### config.mk
export PLATFORM = sky130hd
export DESIGN_NAME = apic_regs
export DESIGN_NICKNAME = d
export VERILOG_FILES = /design/src/rtl/apic_pkg.sv /design/src/rtl/apic_regs.sv
export SDC_FILE = /design/constraint.sdc
export NUM_CORES = 1
export LEC_CHECK = 0
export ABC_CLOCK_PERIOD_IN_PS = 4300
export BUFFER_PORTS_ARGS = -buffer_cell sky130_fd_sc_hd__buf_2
export CAP_MARGIN = 20
export CORE_UTILIZATION = 30
export CTS_CLUSTER_SIZE = 24
export DETAILED_ROUTE_END_ITERATION = 8
export HOLD_SLACK_MARGIN = 0.05
export SYNTH_ARGS = -nofsm -noshare
export SYNTH_HDL_FRONTEND = slang
export SYNTH_SLANG_ARGS = --single-unit
### constraint.sdc
create_clock -name clk_in -period 4.3 [get_ports clk_in]
set_input_delay 0.215 -clock clk_in [delete_from_list [all_inputs] [get_ports clk_in]]
set_output_delay 0.215 -clock clk_in [all_outputs]
set_load 0.02 [all_outputs]
### src/rtl/apic_pkg.sv
// Package for the audio power and input control register bank.
// Assumes a host that moves 16-bit words at the printed register offsets.
package apic_pkg;

	// Register offsets, as printed
	localparam logic [7:0] APIC_ADDR_POWER_THREE = 8'h03;
	localparam logic [7:0] APIC_ADDR_TEST_CLOCK = 8'h06;
	localparam logic [7:0] APIC_ADDR_FIRST_LINE = 8'h16;
	localparam logic [7:0] APIC_ADDR_SECOND_LINE = 8'h17;
	localparam logic [7:0] APIC_ADDR_FIRST_A_VOL = 8'h18;
	localparam logic [7:0] APIC_ADDR_FIRST_B_VOL = 8'h19;

	// Power register fields
	localparam int APIC_BIT_GAIN_LIMITER = 14;
	localparam int APIC_BIT_SPK_GAIN_STAGE = 8;
	localparam int APIC_BIT_LEFT_HP_MIXER = 5;
	localparam int APIC_BIT_RIGHT_HP_MIXER = 4;
	localparam int APIC_BIT_SPK_MIXER = 3;

	// Test clock register fields
	localparam int APIC_BIT_TCLK_DIV_SEL = 15;
	localparam int APIC_BIT_TCLK_ENABLE = 14;

	// Line control fields
	localparam int APIC_BIT_DIFF_SELECT = 1;
	localparam int APIC_BIT_PAD_CLAMP = 0;

	// Volume register fields
	localparam int APIC_BIT_VOL_UPDATE = 8;
	localparam int APIC_BIT_MUTE = 7;
	localparam int APIC_BIT_ZERO_CROSS = 6;
	localparam int APIC_VOL_MSB = 2;
	localparam int APIC_VOL_LSB = 0;

	// Reset values
	localparam logic APIC_RST_POWER_BIT = 1'b0;
	localparam logic APIC_RST_TCLK_BIT = 1'b0;
	localparam logic APIC_RST_DIFF = 1'b1;
	localparam logic APIC_RST_CLAMP = 1'b1;
	localparam logic APIC_RST_MUTE = 1'b1;
	localparam logic APIC_RST_ZERO_CROSS = 1'b0;
	localparam logic [2:0] APIC_RST_VOL = 3'h3;

	// Test clock source: one source tick every this many system clocks
	localparam int APIC_TCLK_SRC_DIV = 2;

	// One gain stage as seen by the analogue side; gain in half-dB steps
	typedef struct packed {
		logic mute;
		logic [2:0] code;
		logic signed [6:0] gain_half_db;
	} apic_stage_t;

	// Power enables driven to the analogue side
	typedef struct packed {
		logic gain_limiter_enable;
		logic speaker_gain_stage_enable;
		logic left_headphone_mixer_enable;
		logic right_headphone_mixer_enable;
		logic speaker_mixer_enable;
	} apic_power_t;

	// Settings held per volume register
	typedef struct packed {
		logic mute;
		logic zero_cross;
		logic [2:0] vol;
	} apic_vol_reg_t;

endpackage

### src/rtl/apic_regs.sv
// Audio power and input control register bank with volume shadowing.
// Assumes a host register port synchronous to clk_in; one access per cycle.
//
// How it works
// - Bit 8 or speaker output enables gain stage
// - Headphone mixer enables at bits five, four
// - Bit 3 enables speaker mixer, reset off
// - Clock bit 15 picks test clock f/2 or f/1
// - First line bit 1 selects differential mode
// - First line bit 0 clamps pads, reset on
// - Second line bit 1 selects differential mode
// - Second line bit 0 clamps pads, reset on
// - A update bit applies both volumes together
// - Bit 6 defers gain to zero crossing
// - Differential volume code maps -6 to +18 dB
// - Single-ended code maps 0 to +24 dB
// - B update bit applies both volumes too
`timescale 1ns/1ps

module apic_regs
	import apic_pkg::*;
#(
	parameter int TCLK_SRC_DIV = APIC_TCLK_SRC_DIV
) (
	// Clock and reset
	input wire logic clk_in,
	input wire logic arst_n_in,
	// Register port
	input wire logic [7:0] reg_addr_in,
	input wire logic reg_wr_in,
	input wire logic reg_rd_in,
	input wire logic [15:0] reg_wdata_in,
	output logic [15:0] reg_rdata_out,
	// Analogue status
	input wire logic speaker_output_enable_in,
	input wire logic first_input_a_zero_cross_in,
	input wire logic first_input_b_zero_cross_in,
	// Power enables
	output apic_power_t power_out,
	// Test clock
	output logic test_clock_output_out,
	// Line inputs
	output logic first_input_differential_select_out,
	output logic first_input_pad_clamp_out,
	output logic second_input_differential_select_out,
	output logic second_input_pad_clamp_out,
	// Applied gain stage settings
	output apic_stage_t first_input_a_stage_out,
	output apic_stage_t first_input_b_stage_out
);

	// Gain in half-dB steps for a code under the chosen input configuration
	function automatic logic signed [6:0] vol_to_half_db(input logic [2:0] code,
			input logic diff);
		logic signed [6:0] g;
		g = 7'sd0;
		if (diff) begin
			case (code)
				3'h0: g = -7'sd12;
				3'h1: g = -7'sd7;
				3'h2: g = 7'sd0;
				3'h3: g = 7'sd7;
				3'h4: g = 7'sd12;
				3'h5: g = 7'sd24;
				default: g = 7'sd36;
			endcase
		end else begin
			case (code)
				3'h0: g = 7'sd0;
				3'h1: g = 7'sd5;
				3'h2: g = 7'sd12;
				3'h3: g = 7'sd19;
				3'h4: g = 7'sd24;
				3'h5: g = 7'sd36;
				default: g = 7'sd48;
			endcase
		end
		return g;
	endfunction

	logic gain_limiter_r;
	logic spk_gain_stage_r;
	logic left_hp_mixer_r;
	logic right_hp_mixer_r;
	logic spk_mixer_r;
	logic tclk_div_sel_r;
	logic tclk_enable_r;
	logic first_diff_r;
	logic first_clamp_r;
	logic second_diff_r;
	logic second_clamp_r;
	apic_vol_reg_t vol_a_r;
	apic_vol_reg_t vol_b_r;
	logic [2:0] staged_a_r;
	logic [2:0] staged_b_r;
	logic wait_a_r;
	logic wait_b_r;
	logic [2:0] applied_a_r;
	logic [2:0] applied_b_r;

	wire logic wr_power = reg_wr_in && (reg_addr_in == APIC_ADDR_POWER_THREE);
	wire logic wr_tclk = reg_wr_in && (reg_addr_in == APIC_ADDR_TEST_CLOCK);
	wire logic wr_first = reg_wr_in && (reg_addr_in == APIC_ADDR_FIRST_LINE);
	wire logic wr_second = reg_wr_in && (reg_addr_in == APIC_ADDR_SECOND_LINE);
	wire logic wr_vol_a = reg_wr_in && (reg_addr_in == APIC_ADDR_FIRST_A_VOL);
	wire logic wr_vol_b = reg_wr_in && (reg_addr_in == APIC_ADDR_FIRST_B_VOL);
	wire apic_vol_reg_t wdata_vol = '{mute: reg_wdata_in[APIC_BIT_MUTE],
		zero_cross: reg_wdata_in[APIC_BIT_ZERO_CROSS],
		vol: reg_wdata_in[APIC_VOL_MSB:APIC_VOL_LSB]};
	// Either volume register's update bit moves both stages
	wire logic vol_update = (wr_vol_a || wr_vol_b)
		&& reg_wdata_in[APIC_BIT_VOL_UPDATE];

	// Power register
	always_ff @(posedge clk_in or negedge arst_n_in) begin
		if (!arst_n_in) begin
			gain_limiter_r <= APIC_RST_POWER_BIT;
			spk_gain_stage_r <= APIC_RST_POWER_BIT;
			left_hp_mixer_r <= APIC_RST_POWER_BIT;
			right_hp_mixer_r <= APIC_RST_POWER_BIT;
			spk_mixer_r <= APIC_RST_POWER_BIT;
		end else if (wr_power) begin
			gain_limiter_r <= reg_wdata_in[APIC_BIT_GAIN_LIMITER];
			spk_gain_stage_r <= reg_wdata_in[APIC_BIT_SPK_GAIN_STAGE];
			left_hp_mixer_r <= reg_wdata_in[APIC_BIT_LEFT_HP_MIXER];
			right_hp_mixer_r <= reg_wdata_in[APIC_BIT_RIGHT_HP_MIXER];
			spk_mixer_r <= reg_wdata_in[APIC_BIT_SPK_MIXER];
		end
	end

	// Power outputs, registered so the speaker override also comes from a flop
	always_ff @(posedge clk_in or negedge arst_n_in) begin
		if (!arst_n_in) begin
			power_out <= '0;
		end else begin
			power_out.gain_limiter_enable <= gain_limiter_r;
			power_out.speaker_gain_stage_enable <= spk_gain_stage_r
				|| speaker_output_enable_in;
			power_out.left_headphone_mixer_enable <= left_hp_mixer_r;
			power_out.right_headphone_mixer_enable <= right_hp_mixer_r;
			power_out.speaker_mixer_enable <= spk_mixer_r
				|| speaker_output_enable_in;
		end
	end

	// Test clock control
	always_ff @(posedge clk_in or negedge arst_n_in) begin
		if (!arst_n_in) begin
			tclk_div_sel_r <= APIC_RST_TCLK_BIT;
			tclk_enable_r <= APIC_RST_TCLK_BIT;
		end else if (wr_tclk) begin
			tclk_div_sel_r <= reg_wdata_in[APIC_BIT_TCLK_DIV_SEL];
			tclk_enable_r <= reg_wdata_in[APIC_BIT_TCLK_ENABLE];
		end
	end

	// Test clock generator: the source f is a tick every TCLK_SRC_DIV clocks;
	// the output toggles on each tick (f/1) or on every second tick (f/2)
	localparam int TCLK_CNT_W = (TCLK_SRC_DIV > 1) ? $clog2(TCLK_SRC_DIV) : 1;
	localparam logic [TCLK_CNT_W-1:0] TCLK_CNT_LAST = TCLK_CNT_W'(TCLK_SRC_DIV - 1);
	logic [TCLK_CNT_W-1:0] tclk_cnt_r;
	logic tclk_half_r;
	logic tclk_tick;

	assign tclk_tick = (tclk_cnt_r == TCLK_CNT_LAST);

	always_ff @(posedge clk_in or negedge arst_n_in) begin
		if (!arst_n_in) begin
			tclk_cnt_r <= '0;
			tclk_half_r <= 1'b0;
			test_clock_output_out <= 1'b0;
		end else if (!tclk_enable_r) begin
			// Held low and phase-reset so enabling starts a clean period
			tclk_cnt_r <= '0;
			tclk_half_r <= 1'b0;
			test_clock_output_out <= 1'b0;
		end else begin
			tclk_cnt_r <= tclk_tick ? '0 : tclk_cnt_r + 1'b1;
			if (tclk_tick) begin
				tclk_half_r <= !tclk_half_r;
				if (tclk_div_sel_r || tclk_half_r) begin
					test_clock_output_out <= !test_clock_output_out;
				end
			end
		end
	end

	// Line input control
	always_ff @(posedge clk_in or negedge arst_n_in) begin
		if (!arst_n_in) begin
			first_diff_r <= APIC_RST_DIFF;
			first_clamp_r <= APIC_RST_CLAMP;
			second_diff_r <= APIC_RST_DIFF;
			second_clamp_r <= APIC_RST_CLAMP;
		end else begin
			if (wr_first) begin
				first_diff_r <= reg_wdata_in[APIC_BIT_DIFF_SELECT];
				first_clamp_r <= reg_wdata_in[APIC_BIT_PAD_CLAMP];
			end
			if (wr_second) begin
				second_diff_r <= reg_wdata_in[APIC_BIT_DIFF_SELECT];
				second_clamp_r <= reg_wdata_in[APIC_BIT_PAD_CLAMP];
			end
		end
	end

	assign first_input_differential_select_out = first_diff_r;
	assign first_input_pad_clamp_out = first_clamp_r;
	assign second_input_differential_select_out = second_diff_r;
	assign second_input_pad_clamp_out = second_clamp_r;

	// Volume registers: the field is a shadow, the update bit is not stored
	always_ff @(posedge clk_in or negedge arst_n_in) begin
		if (!arst_n_in) begin
			vol_a_r <= '{mute: APIC_RST_MUTE, zero_cross: APIC_RST_ZERO_CROSS,
				vol: APIC_RST_VOL};
			vol_b_r <= '{mute: APIC_RST_MUTE, zero_cross: APIC_RST_ZERO_CROSS,
				vol: APIC_RST_VOL};
		end else begin
			if (wr_vol_a) begin
				vol_a_r <= wdata_vol;
			end
			if (wr_vol_b) begin
				vol_b_r <= wdata_vol;
			end
		end
	end

	// Update staging. The value copied is the shadow after this write, so a
	// write that carries both a new field and the update bit applies it.
	wire logic [2:0] next_a = wr_vol_a ? wdata_vol.vol : vol_a_r.vol;
	wire logic [2:0] next_b = wr_vol_b ? wdata_vol.vol : vol_b_r.vol;
	wire logic next_zc_a = wr_vol_a ? wdata_vol.zero_cross : vol_a_r.zero_cross;
	wire logic next_zc_b = wr_vol_b ? wdata_vol.zero_cross : vol_b_r.zero_cross;

	always_ff @(posedge clk_in or negedge arst_n_in) begin
		if (!arst_n_in) begin
			staged_a_r <= APIC_RST_VOL;
			staged_b_r <= APIC_RST_VOL;
			wait_a_r <= 1'b0;
			wait_b_r <= 1'b0;
			applied_a_r <= APIC_RST_VOL;
			applied_b_r <= APIC_RST_VOL;
		end else begin
			// A fresh update wins over a zero crossing in the same cycle
			if (vol_update) begin
				staged_a_r <= next_a;
				staged_b_r <= next_b;
				wait_a_r <= next_zc_a;
				wait_b_r <= next_zc_b;
				if (!next_zc_a) begin
					applied_a_r <= next_a;
				end
				if (!next_zc_b) begin
					applied_b_r <= next_b;
				end
			end else begin
				if (wait_a_r && first_input_a_zero_cross_in) begin
					applied_a_r <= staged_a_r;
					wait_a_r <= 1'b0;
				end
				if (wait_b_r && first_input_b_zero_cross_in) begin
					applied_b_r <= staged_b_r;
					wait_b_r <= 1'b0;
				end
			end
		end
	end

	localparam apic_stage_t STAGE_RST = '{mute: APIC_RST_MUTE, code: APIC_RST_VOL,
		gain_half_db: vol_to_half_db(APIC_RST_VOL, APIC_RST_DIFF)};

	// Stage outputs; mute acts directly and is not shadowed
	always_ff @(posedge clk_in or negedge arst_n_in) begin
		if (!arst_n_in) begin
			first_input_a_stage_out <= STAGE_RST;
			first_input_b_stage_out <= STAGE_RST;
		end else begin
			first_input_a_stage_out <= '{mute: vol_a_r.mute, code: applied_a_r,
				gain_half_db: vol_to_half_db(applied_a_r, first_diff_r)};
			first_input_b_stage_out <= '{mute: vol_b_r.mute, code: applied_b_r,
				gain_half_db: vol_to_half_db(applied_b_r, first_diff_r)};
		end
	end

	// Read-back; undefined bits and unmapped offsets give zero
	logic [15:0] rd_word;

	always_comb begin
		rd_word = '0;
		case (reg_addr_in)
			APIC_ADDR_POWER_THREE: begin
				rd_word[APIC_BIT_GAIN_LIMITER] = gain_limiter_r;
				rd_word[APIC_BIT_SPK_GAIN_STAGE] = spk_gain_stage_r;
				rd_word[APIC_BIT_LEFT_HP_MIXER] = left_hp_mixer_r;
				rd_word[APIC_BIT_RIGHT_HP_MIXER] = right_hp_mixer_r;
				rd_word[APIC_BIT_SPK_MIXER] = spk_mixer_r;
			end
			APIC_ADDR_TEST_CLOCK: begin
				rd_word[APIC_BIT_TCLK_DIV_SEL] = tclk_div_sel_r;
				rd_word[APIC_BIT_TCLK_ENABLE] = tclk_enable_r;
			end
			APIC_ADDR_FIRST_LINE: begin
				rd_word[APIC_BIT_DIFF_SELECT] = first_diff_r;
				rd_word[APIC_BIT_PAD_CLAMP] = first_clamp_r;
			end
			APIC_ADDR_SECOND_LINE: begin
				rd_word[APIC_BIT_DIFF_SELECT] = second_diff_r;
				rd_word[APIC_BIT_PAD_CLAMP] = second_clamp_r;
			end
			APIC_ADDR_FIRST_A_VOL: begin
				rd_word[APIC_BIT_MUTE] = vol_a_r.mute;
				rd_word[APIC_BIT_ZERO_CROSS] = vol_a_r.zero_cross;
				rd_word[APIC_VOL_MSB:APIC_VOL_LSB] = vol_a_r.vol;
			end
			APIC_ADDR_FIRST_B_VOL: begin
				rd_word[APIC_BIT_MUTE] = vol_b_r.mute;
				rd_word[APIC_BIT_ZERO_CROSS] = vol_b_r.zero_cross;
				rd_word[APIC_VOL_MSB:APIC_VOL_LSB] = vol_b_r.vol;
			end
			default: rd_word = '0;
		endcase
	end

	always_ff @(posedge clk_in or negedge arst_n_in) begin
		if (!arst_n_in) begin
			reg_rdata_out <= '0;
		end else if (reg_rd_in) begin
			reg_rdata_out <= rd_word;
		end
	end

endmodule

Word level (Yosys, flattened, before mapping):

Cells that the tools add are included.
W data, S select, Z words.

* register bits after elaboration: 76
* bits of input ports: 31
* output and inout port bits: 48
* logic and storage cells: 115

* $add $sub $neg: 1
* eq/ne operators: 20
* muxes and demuxes: 34
* reductions and logical operators: 22

Operator list (number)
* $pmux W7 S6: 2
* $pmux W6 S6: 2
* $eq A8 B5 Y1 const B: 4
* $mux W3: 9
* $mux W1: 15
* $mux W7: 2
* $eq A3 B2 Y1 const B: 4
* $eq A3 B3 Y1 const B: 4
* $logic_and A1 B1 Y1: 9
* $eq A8 B2 Y1 const B: 1
* $eq A8 B3 Y1 const B: 1
* $pmux W2 S4: 1
* $eq A3 B1 Y1 const B: 2
* $logic_not A3 Y1: 2
* $reduce_and A2 Y1: 3
* $logic_or A1 B1 Y1: 4
* $ne A2 B1 Y1 const B: 2
* $ne A2 B2 Y1 const B: 2
* $pmux W1 S2: 2
* $pmux W2 S2: 1
* $reduce_bool A2 Y1: 2
* $logic_not A1 Y1: 2
* $add A1 B1 Y1 const B: 1

Longest topological paths before layout:

* word-level depth: 6
* gate-level depth with buffers: 5
* mapped depth without buffers: 5

Worst setup path after synthesis:

Ideal clock, no wire load.

* kind: in2reg
* start point: input port reg_addr_in[5]
* end point: register gain_limiter_r
* library setup time: 0.125 ns
* data arrival time: 1.566 ns
* data required time: 4.175 ns
* path slack: 2.609 ns
* stages: 4
* buffers on the path: 0
* cell sequence: or4_4 -> nor4_4 -> nand2_4 -> mux2_4

* cells in the longest elaborated chain, start to end: 2

Ends and longest elaborated chain
* from (decl): RTL line apic_regs.sv:29 `input wire logic [7:0] reg_addr_in,`
* $eq A8 B2 Y1: RTL line apic_regs.sv:101 `wire logic wr_power = reg_wr_in && (reg_addr_in == APIC_ADDR_POWER_THREE);`
* $logic_and A1 B1 Y1: RTL line apic_regs.sv:101
* to (signal assigned): RTL line apic_regs.sv:123 `gain_limiter_r <= reg_wdata_in[APIC_BIT_GAIN_LIMITER];`
* to (decl): RTL line apic_regs.sv:81 `logic gain_limiter_r;`

Every way passes these cells.
A chain may end at the register's enable or synchronous reset.

Worst setup path in the final report:

* start point: input port reg_addr_in[5]
* end point: register spk_mixer_r

* cells in the longest elaborated chain, start to end: 2

Ends and longest elaborated chain
* $eq A8 B2 Y1: RTL line apic_regs.sv:101
* $logic_and A1 B1 Y1: RTL line apic_regs.sv:101
* to (signal assigned): RTL line apic_regs.sv:127 `spk_mixer_r <= reg_wdata_in[APIC_BIT_SPK_MIXER];`
* to (decl): RTL line apic_regs.sv:85 `logic spk_mixer_r;`

Every way passes these cells.

==> flow_summary_export.csv <==
group,metric,value,unit
timing,min_period,1.609,ns
timing,layout_worst_path_cycle_share,37.41,%
timing,worst_clock_skew,0.006700,ns
worst_setup_path,critical_path.n_buffers_inverters,1,
worst_setup_path,reg2regPathDepth,5,
routing,post-route-drc-count,0,
worst_setup_path,worst_path_dominant_cell_family,"simple AND/OR/NAND/NOR gates",
grt,gr-max-usage-layer,"met2",
clock_tree,worst_setup_hold_path_clk_slew,0.06,ns
grt,groute.usage.overall,12.54,%
yosys,synth_enable_flop_cells,0,
routing,vias_per_cell,4.571,
yosys,synth_top_cell_by_area,"sky130_fd_sc_hd__dfrtp_1",
worst_setup_path,cp-end-kind,"flop",
grt,grt.met1_usage,17.09,%
floorplan,chipWidth,108.6,µm
yosys,ys_ff_latch,76,
run,max_cap_viol_count,0,
timing,rsz0062_at_grt,"false",
run_status,outcome,"finished, final reports clean",
pwr,sw_frac_of_total,24.24,%
clock_tree,post-cts-setup-buffers,0,
pwr,p_comb_share,9.8,%
yosys,avgSynthCellArea,12.72,µm²
yosys,post_synth_instance_area,3408,µm²
final_layout,multiInputGateArea,1338,µm²
yosys,synth_seq_area_share,56.90,%
grt,via_count_of_the_first_global_routing_pass,2207,
placement,place.gp.congestion,0.7393,
pwr,p_clk_share,46.0,%
worst_setup_path,ordered_cell_list_for_the_critical_path,"buf_2, or4_4, nor4_4, nand2_4, mux2_4",
yosys,post-synth-top-area-fraction,33.77,%
yosys,number_of_warning_messages_in_the_yosys_log,0,
pwr,power.net_switching,436.5,µW
worst_setup_path,cp.required,4.52,ns
routing,postRouteWirelength,6771,µm
floorplan,coreArea,10940,µm²
worst_setup_path,setup.worst_path.start_class,"input port",
grt,globalRoute.totalOverflow,0,
pwr,power_leakage,0.001961,µW
yosys,async_flop_share,100.0,%
worst_setup_path,path_depth,5,
final_layout,final_stage_net_count,372,
timing,timing.slew.headroom,38.39,%
timing,max_freq,0.6216,GHz
clock_tree,cts.sink_count,76,
hold_path,worst_hold_path_type,"input port to asynchronous set/reset pin",
worst_setup_path,worstSetupPathType,"input port to flop",
yosys,list_of_most_frequent_post_synthesis_cells,"46 x sky130_fd_sc_hd__dfrtp_1, 30 x sky130_fd_sc_hd__dfstp_2, 24 x sky130_fd_sc_hd__mux2_2",
timing,finalHoldViolCount,0,
final_layout,n_antenna_cell,0,
routing,final_ant_viol_nets,0,
pwr,worst_ir_drop_vdd,194.1,µV
routing,route.detailed.wl_per_inst,14.05,µm
yosys,synthCells,268,
timing,drv_slew,0,
final_layout,area.sequential,1939,µm²
grt,grt_start_max_net_pins,77,
final_layout,syn2layout_area_growth,22.58,%
worst_setup_path,library_cell_contributing_the_largest_single_delay_on_the_critical_path,"sky130_fd_sc_hd__or4_4",
clock_tree,max-clock-path-buffers,2,
yosys,synth.area.top_cells,"sky130_fd_sc_hd__dfrtp_1 34%, sky130_fd_sc_hd__dfstp_2 23%, sky130_fd_sc_hd__mux2_2 7.9%",
floorplan,fp.dieArea,11790,µm²
worst_setup_path,worstPathMaxFanout,6,
yosys,yosys.cell_count.top_type,"sky130_fd_sc_hd__dfrtp_1",
routing,first_pass_detailed_route_iteration_total,4,
placement,dp_hpwl,4760,µm
timing,timing.final.setup_violations,0,
worst_setup_path,worst-endpoint-arrival,1.83,ns
timing,final.setup.tns,0,ns
grt,grt_first_pass_wirelength,11050,µm
pwr,powerDensity,431.1,nW/µm²
pwr,sequential_cell_fraction_of_total_power,44.3,%
pwr,power_report.internal_total,1365,µW
floorplan,io-pin-count,79,
yosys,ys_dominant_reg_cell,"sky130_fd_sc_hd__dfrtp_1",
placement,number_of_buffer_cells_added_on_primary_ports,68,
clock_tree,root_driver,"sky130_fd_sc_hd__clkbuf_16",
grt,use_met3,3.496,%
clock_tree,clock_tree.htree_level_count,3,
final_layout,finalCoreUtilization,38.20,%
clock_tree,cts_tree,"yes",
clock_tree,numCtsBuffers,9,
clock_tree,postCtsHoldBufs,0,
yosys,post_synth_num_cell_types,47,
final_layout,n_fill_cell,1050,
clock_tree,clkLatencyLatePin,0.33,ns
routing,detailroute.via_count,2203,
timing,timing_worst_slew_pin_value,0.9242,ns
floorplan,die_height,108.6,µm
worst_setup_path,critical-path-max-stage-delay,0.56,ns
grt,number_of_antenna_violations_at_the_first_check_in_global_routing,0,
grt,use_met2,17.81,%
routing,drt-initial-drc-count,148,
clock_tree,cts.repair.resized,0,
floorplan,floorplan.rows,38,
final_layout,drive_above_1_share,47.08,%
floorplan,floorplan.initialDensity,31.17,%
logic make-up (layout without fill, tap and decap cells):
logic type	count (synthesis)	count (layout)	synth area share, %
other cells	1	5	0.1100
mux	42	42	13.95
buf+inv	27	97	4.295
xor+xnor	3	3	0.7711
flops	76	76	56.90
simple gates	75	75	14.21
fa+ha+maj	4	4	1.468
compound gates	40	40	8.297
worst register-to-register path: cells and delay by family (launching register included):
kind            cells  cell delay, ns
fa+ha+maj           1            0.30
simple gates        2            0.28
compound gates      2            0.20
flops               1            0.62
per-stage QoR:
stage | instances | cell area (µm²) | worst slack [ns] | hold WS [ns] | total power (µW)
2_1_floorplan | 272 | 3423 | 2.609 | -0.08059 | 917.9
3_3_place_gp | 465 | 3840 | 1.856 | 0.3688 | 984.8
3_5_place_dp | 465 | 3840 | 1.843 | 0.3699 | 987.6
4_1_cts | 481 | 4173 | 2.188 | 0.05615 | 1823
5_1_grt | 482 | 4178 | 2.575 | 0.08413 | 1883
6_report | 482 | 4178 | 2.691 | 0.02743 | 1801
power by group through the flow:
| stage | registers (µW) | logic (µW) | clock network, µW |
|---|---|---|---|
| 3_3_place_gp | 809 | 176 | 0 |
| 3_5_place_dp | 810 | 178 | 0 |
| 5_1_grt | 804 | 196 | 883 |
| 4_1_cts | 798 | 179 | 847 |
| 2_1_floorplan | 834 | 83.7 | 0 |
| 6_report | 797 | 176 | 828 |
path summary, 6_finish.rpt:
check,slack (ns),from,endpoint
setup reg to reg,2.78,applied_b_r[1]$_DFFE_PN1P_,first_input_b_stage_out[4]$_DFF_PN0_
hold / removal,0.03,arst_n_in,reg_rdata_out[2]$_DFFE_PN0P_
min in group clk_in,0.09,speaker_output_enable_in,power_out[3]$_DFF_PN0_
max in group asynchronous,3.68,arst_n_in,first_input_a_stage_out[3]$_DFF_PN0_
setup / recovery,2.69,reg_addr_in[5],spk_mixer_r$_DFFE_PN0P_
hold reg to reg,0.37,vol_b_r[4]$_DFFE_PN1P_,first_input_b_stage_out[10]$_DFF_PN1_
placed cells by master, fill, tap and decap left out, types with 11 or more instances in the layout:
cell	netlist	final
sky130_fd_sc_hd__mux2i_1	13	13
sky130_fd_sc_hd__inv_1	12	12
sky130_fd_sc_hd__mux2_2	24	24
sky130_fd_sc_hd__dfrtp_1	46	46
sky130_fd_sc_hd__buf_2	1	67
sky130_fd_sc_hd__dfstp_2	30	30
sky130_fd_sc_hd__nor2_1	11	11
sky130_fd_sc_hd__nand2_1	11	11
sky130_fd_sc_hd__nand3_1	11	11
flip-flops by register name, indices dropped and copies added, names as in the netlist, 3 cells and up:
register	count
staged_a_r	3
power_out	5
first_input_a_stage_out	11
vol_a_r	5
applied_a_r	3
first_input_b_stage_out	11
applied_b_r	3
reg_rdata_out	11
vol_b_r	5
staged_b_r	3
per-layer routing:
layer | routed length (µm) | share of wire, % | up-vias
li1 | - | - | 1089
met1 | 3298 | 49 | 1067
met2 | 3049 | 45 | 39
met3 | 295 | 4.4 | 8
met4 | 128 | 1.9 | 0
met5 | 0 | 0 | -
layout make-up:
| class | count | share of cell area, % |
|---|---|---|
| multi-input cells | 169 | 32.02 |
| clock inverters | 6 | 2.246 |
| flip-flops and latches | 76 | 46.42 |
| clock buffers | 10 | 5.720 |
| well taps | 140 | 4.193 |
| inverters | 12 | 1.078 |
| repair buffers | 69 | 8.326 |
Note: power is estimated with default switching activity, not from simulation.
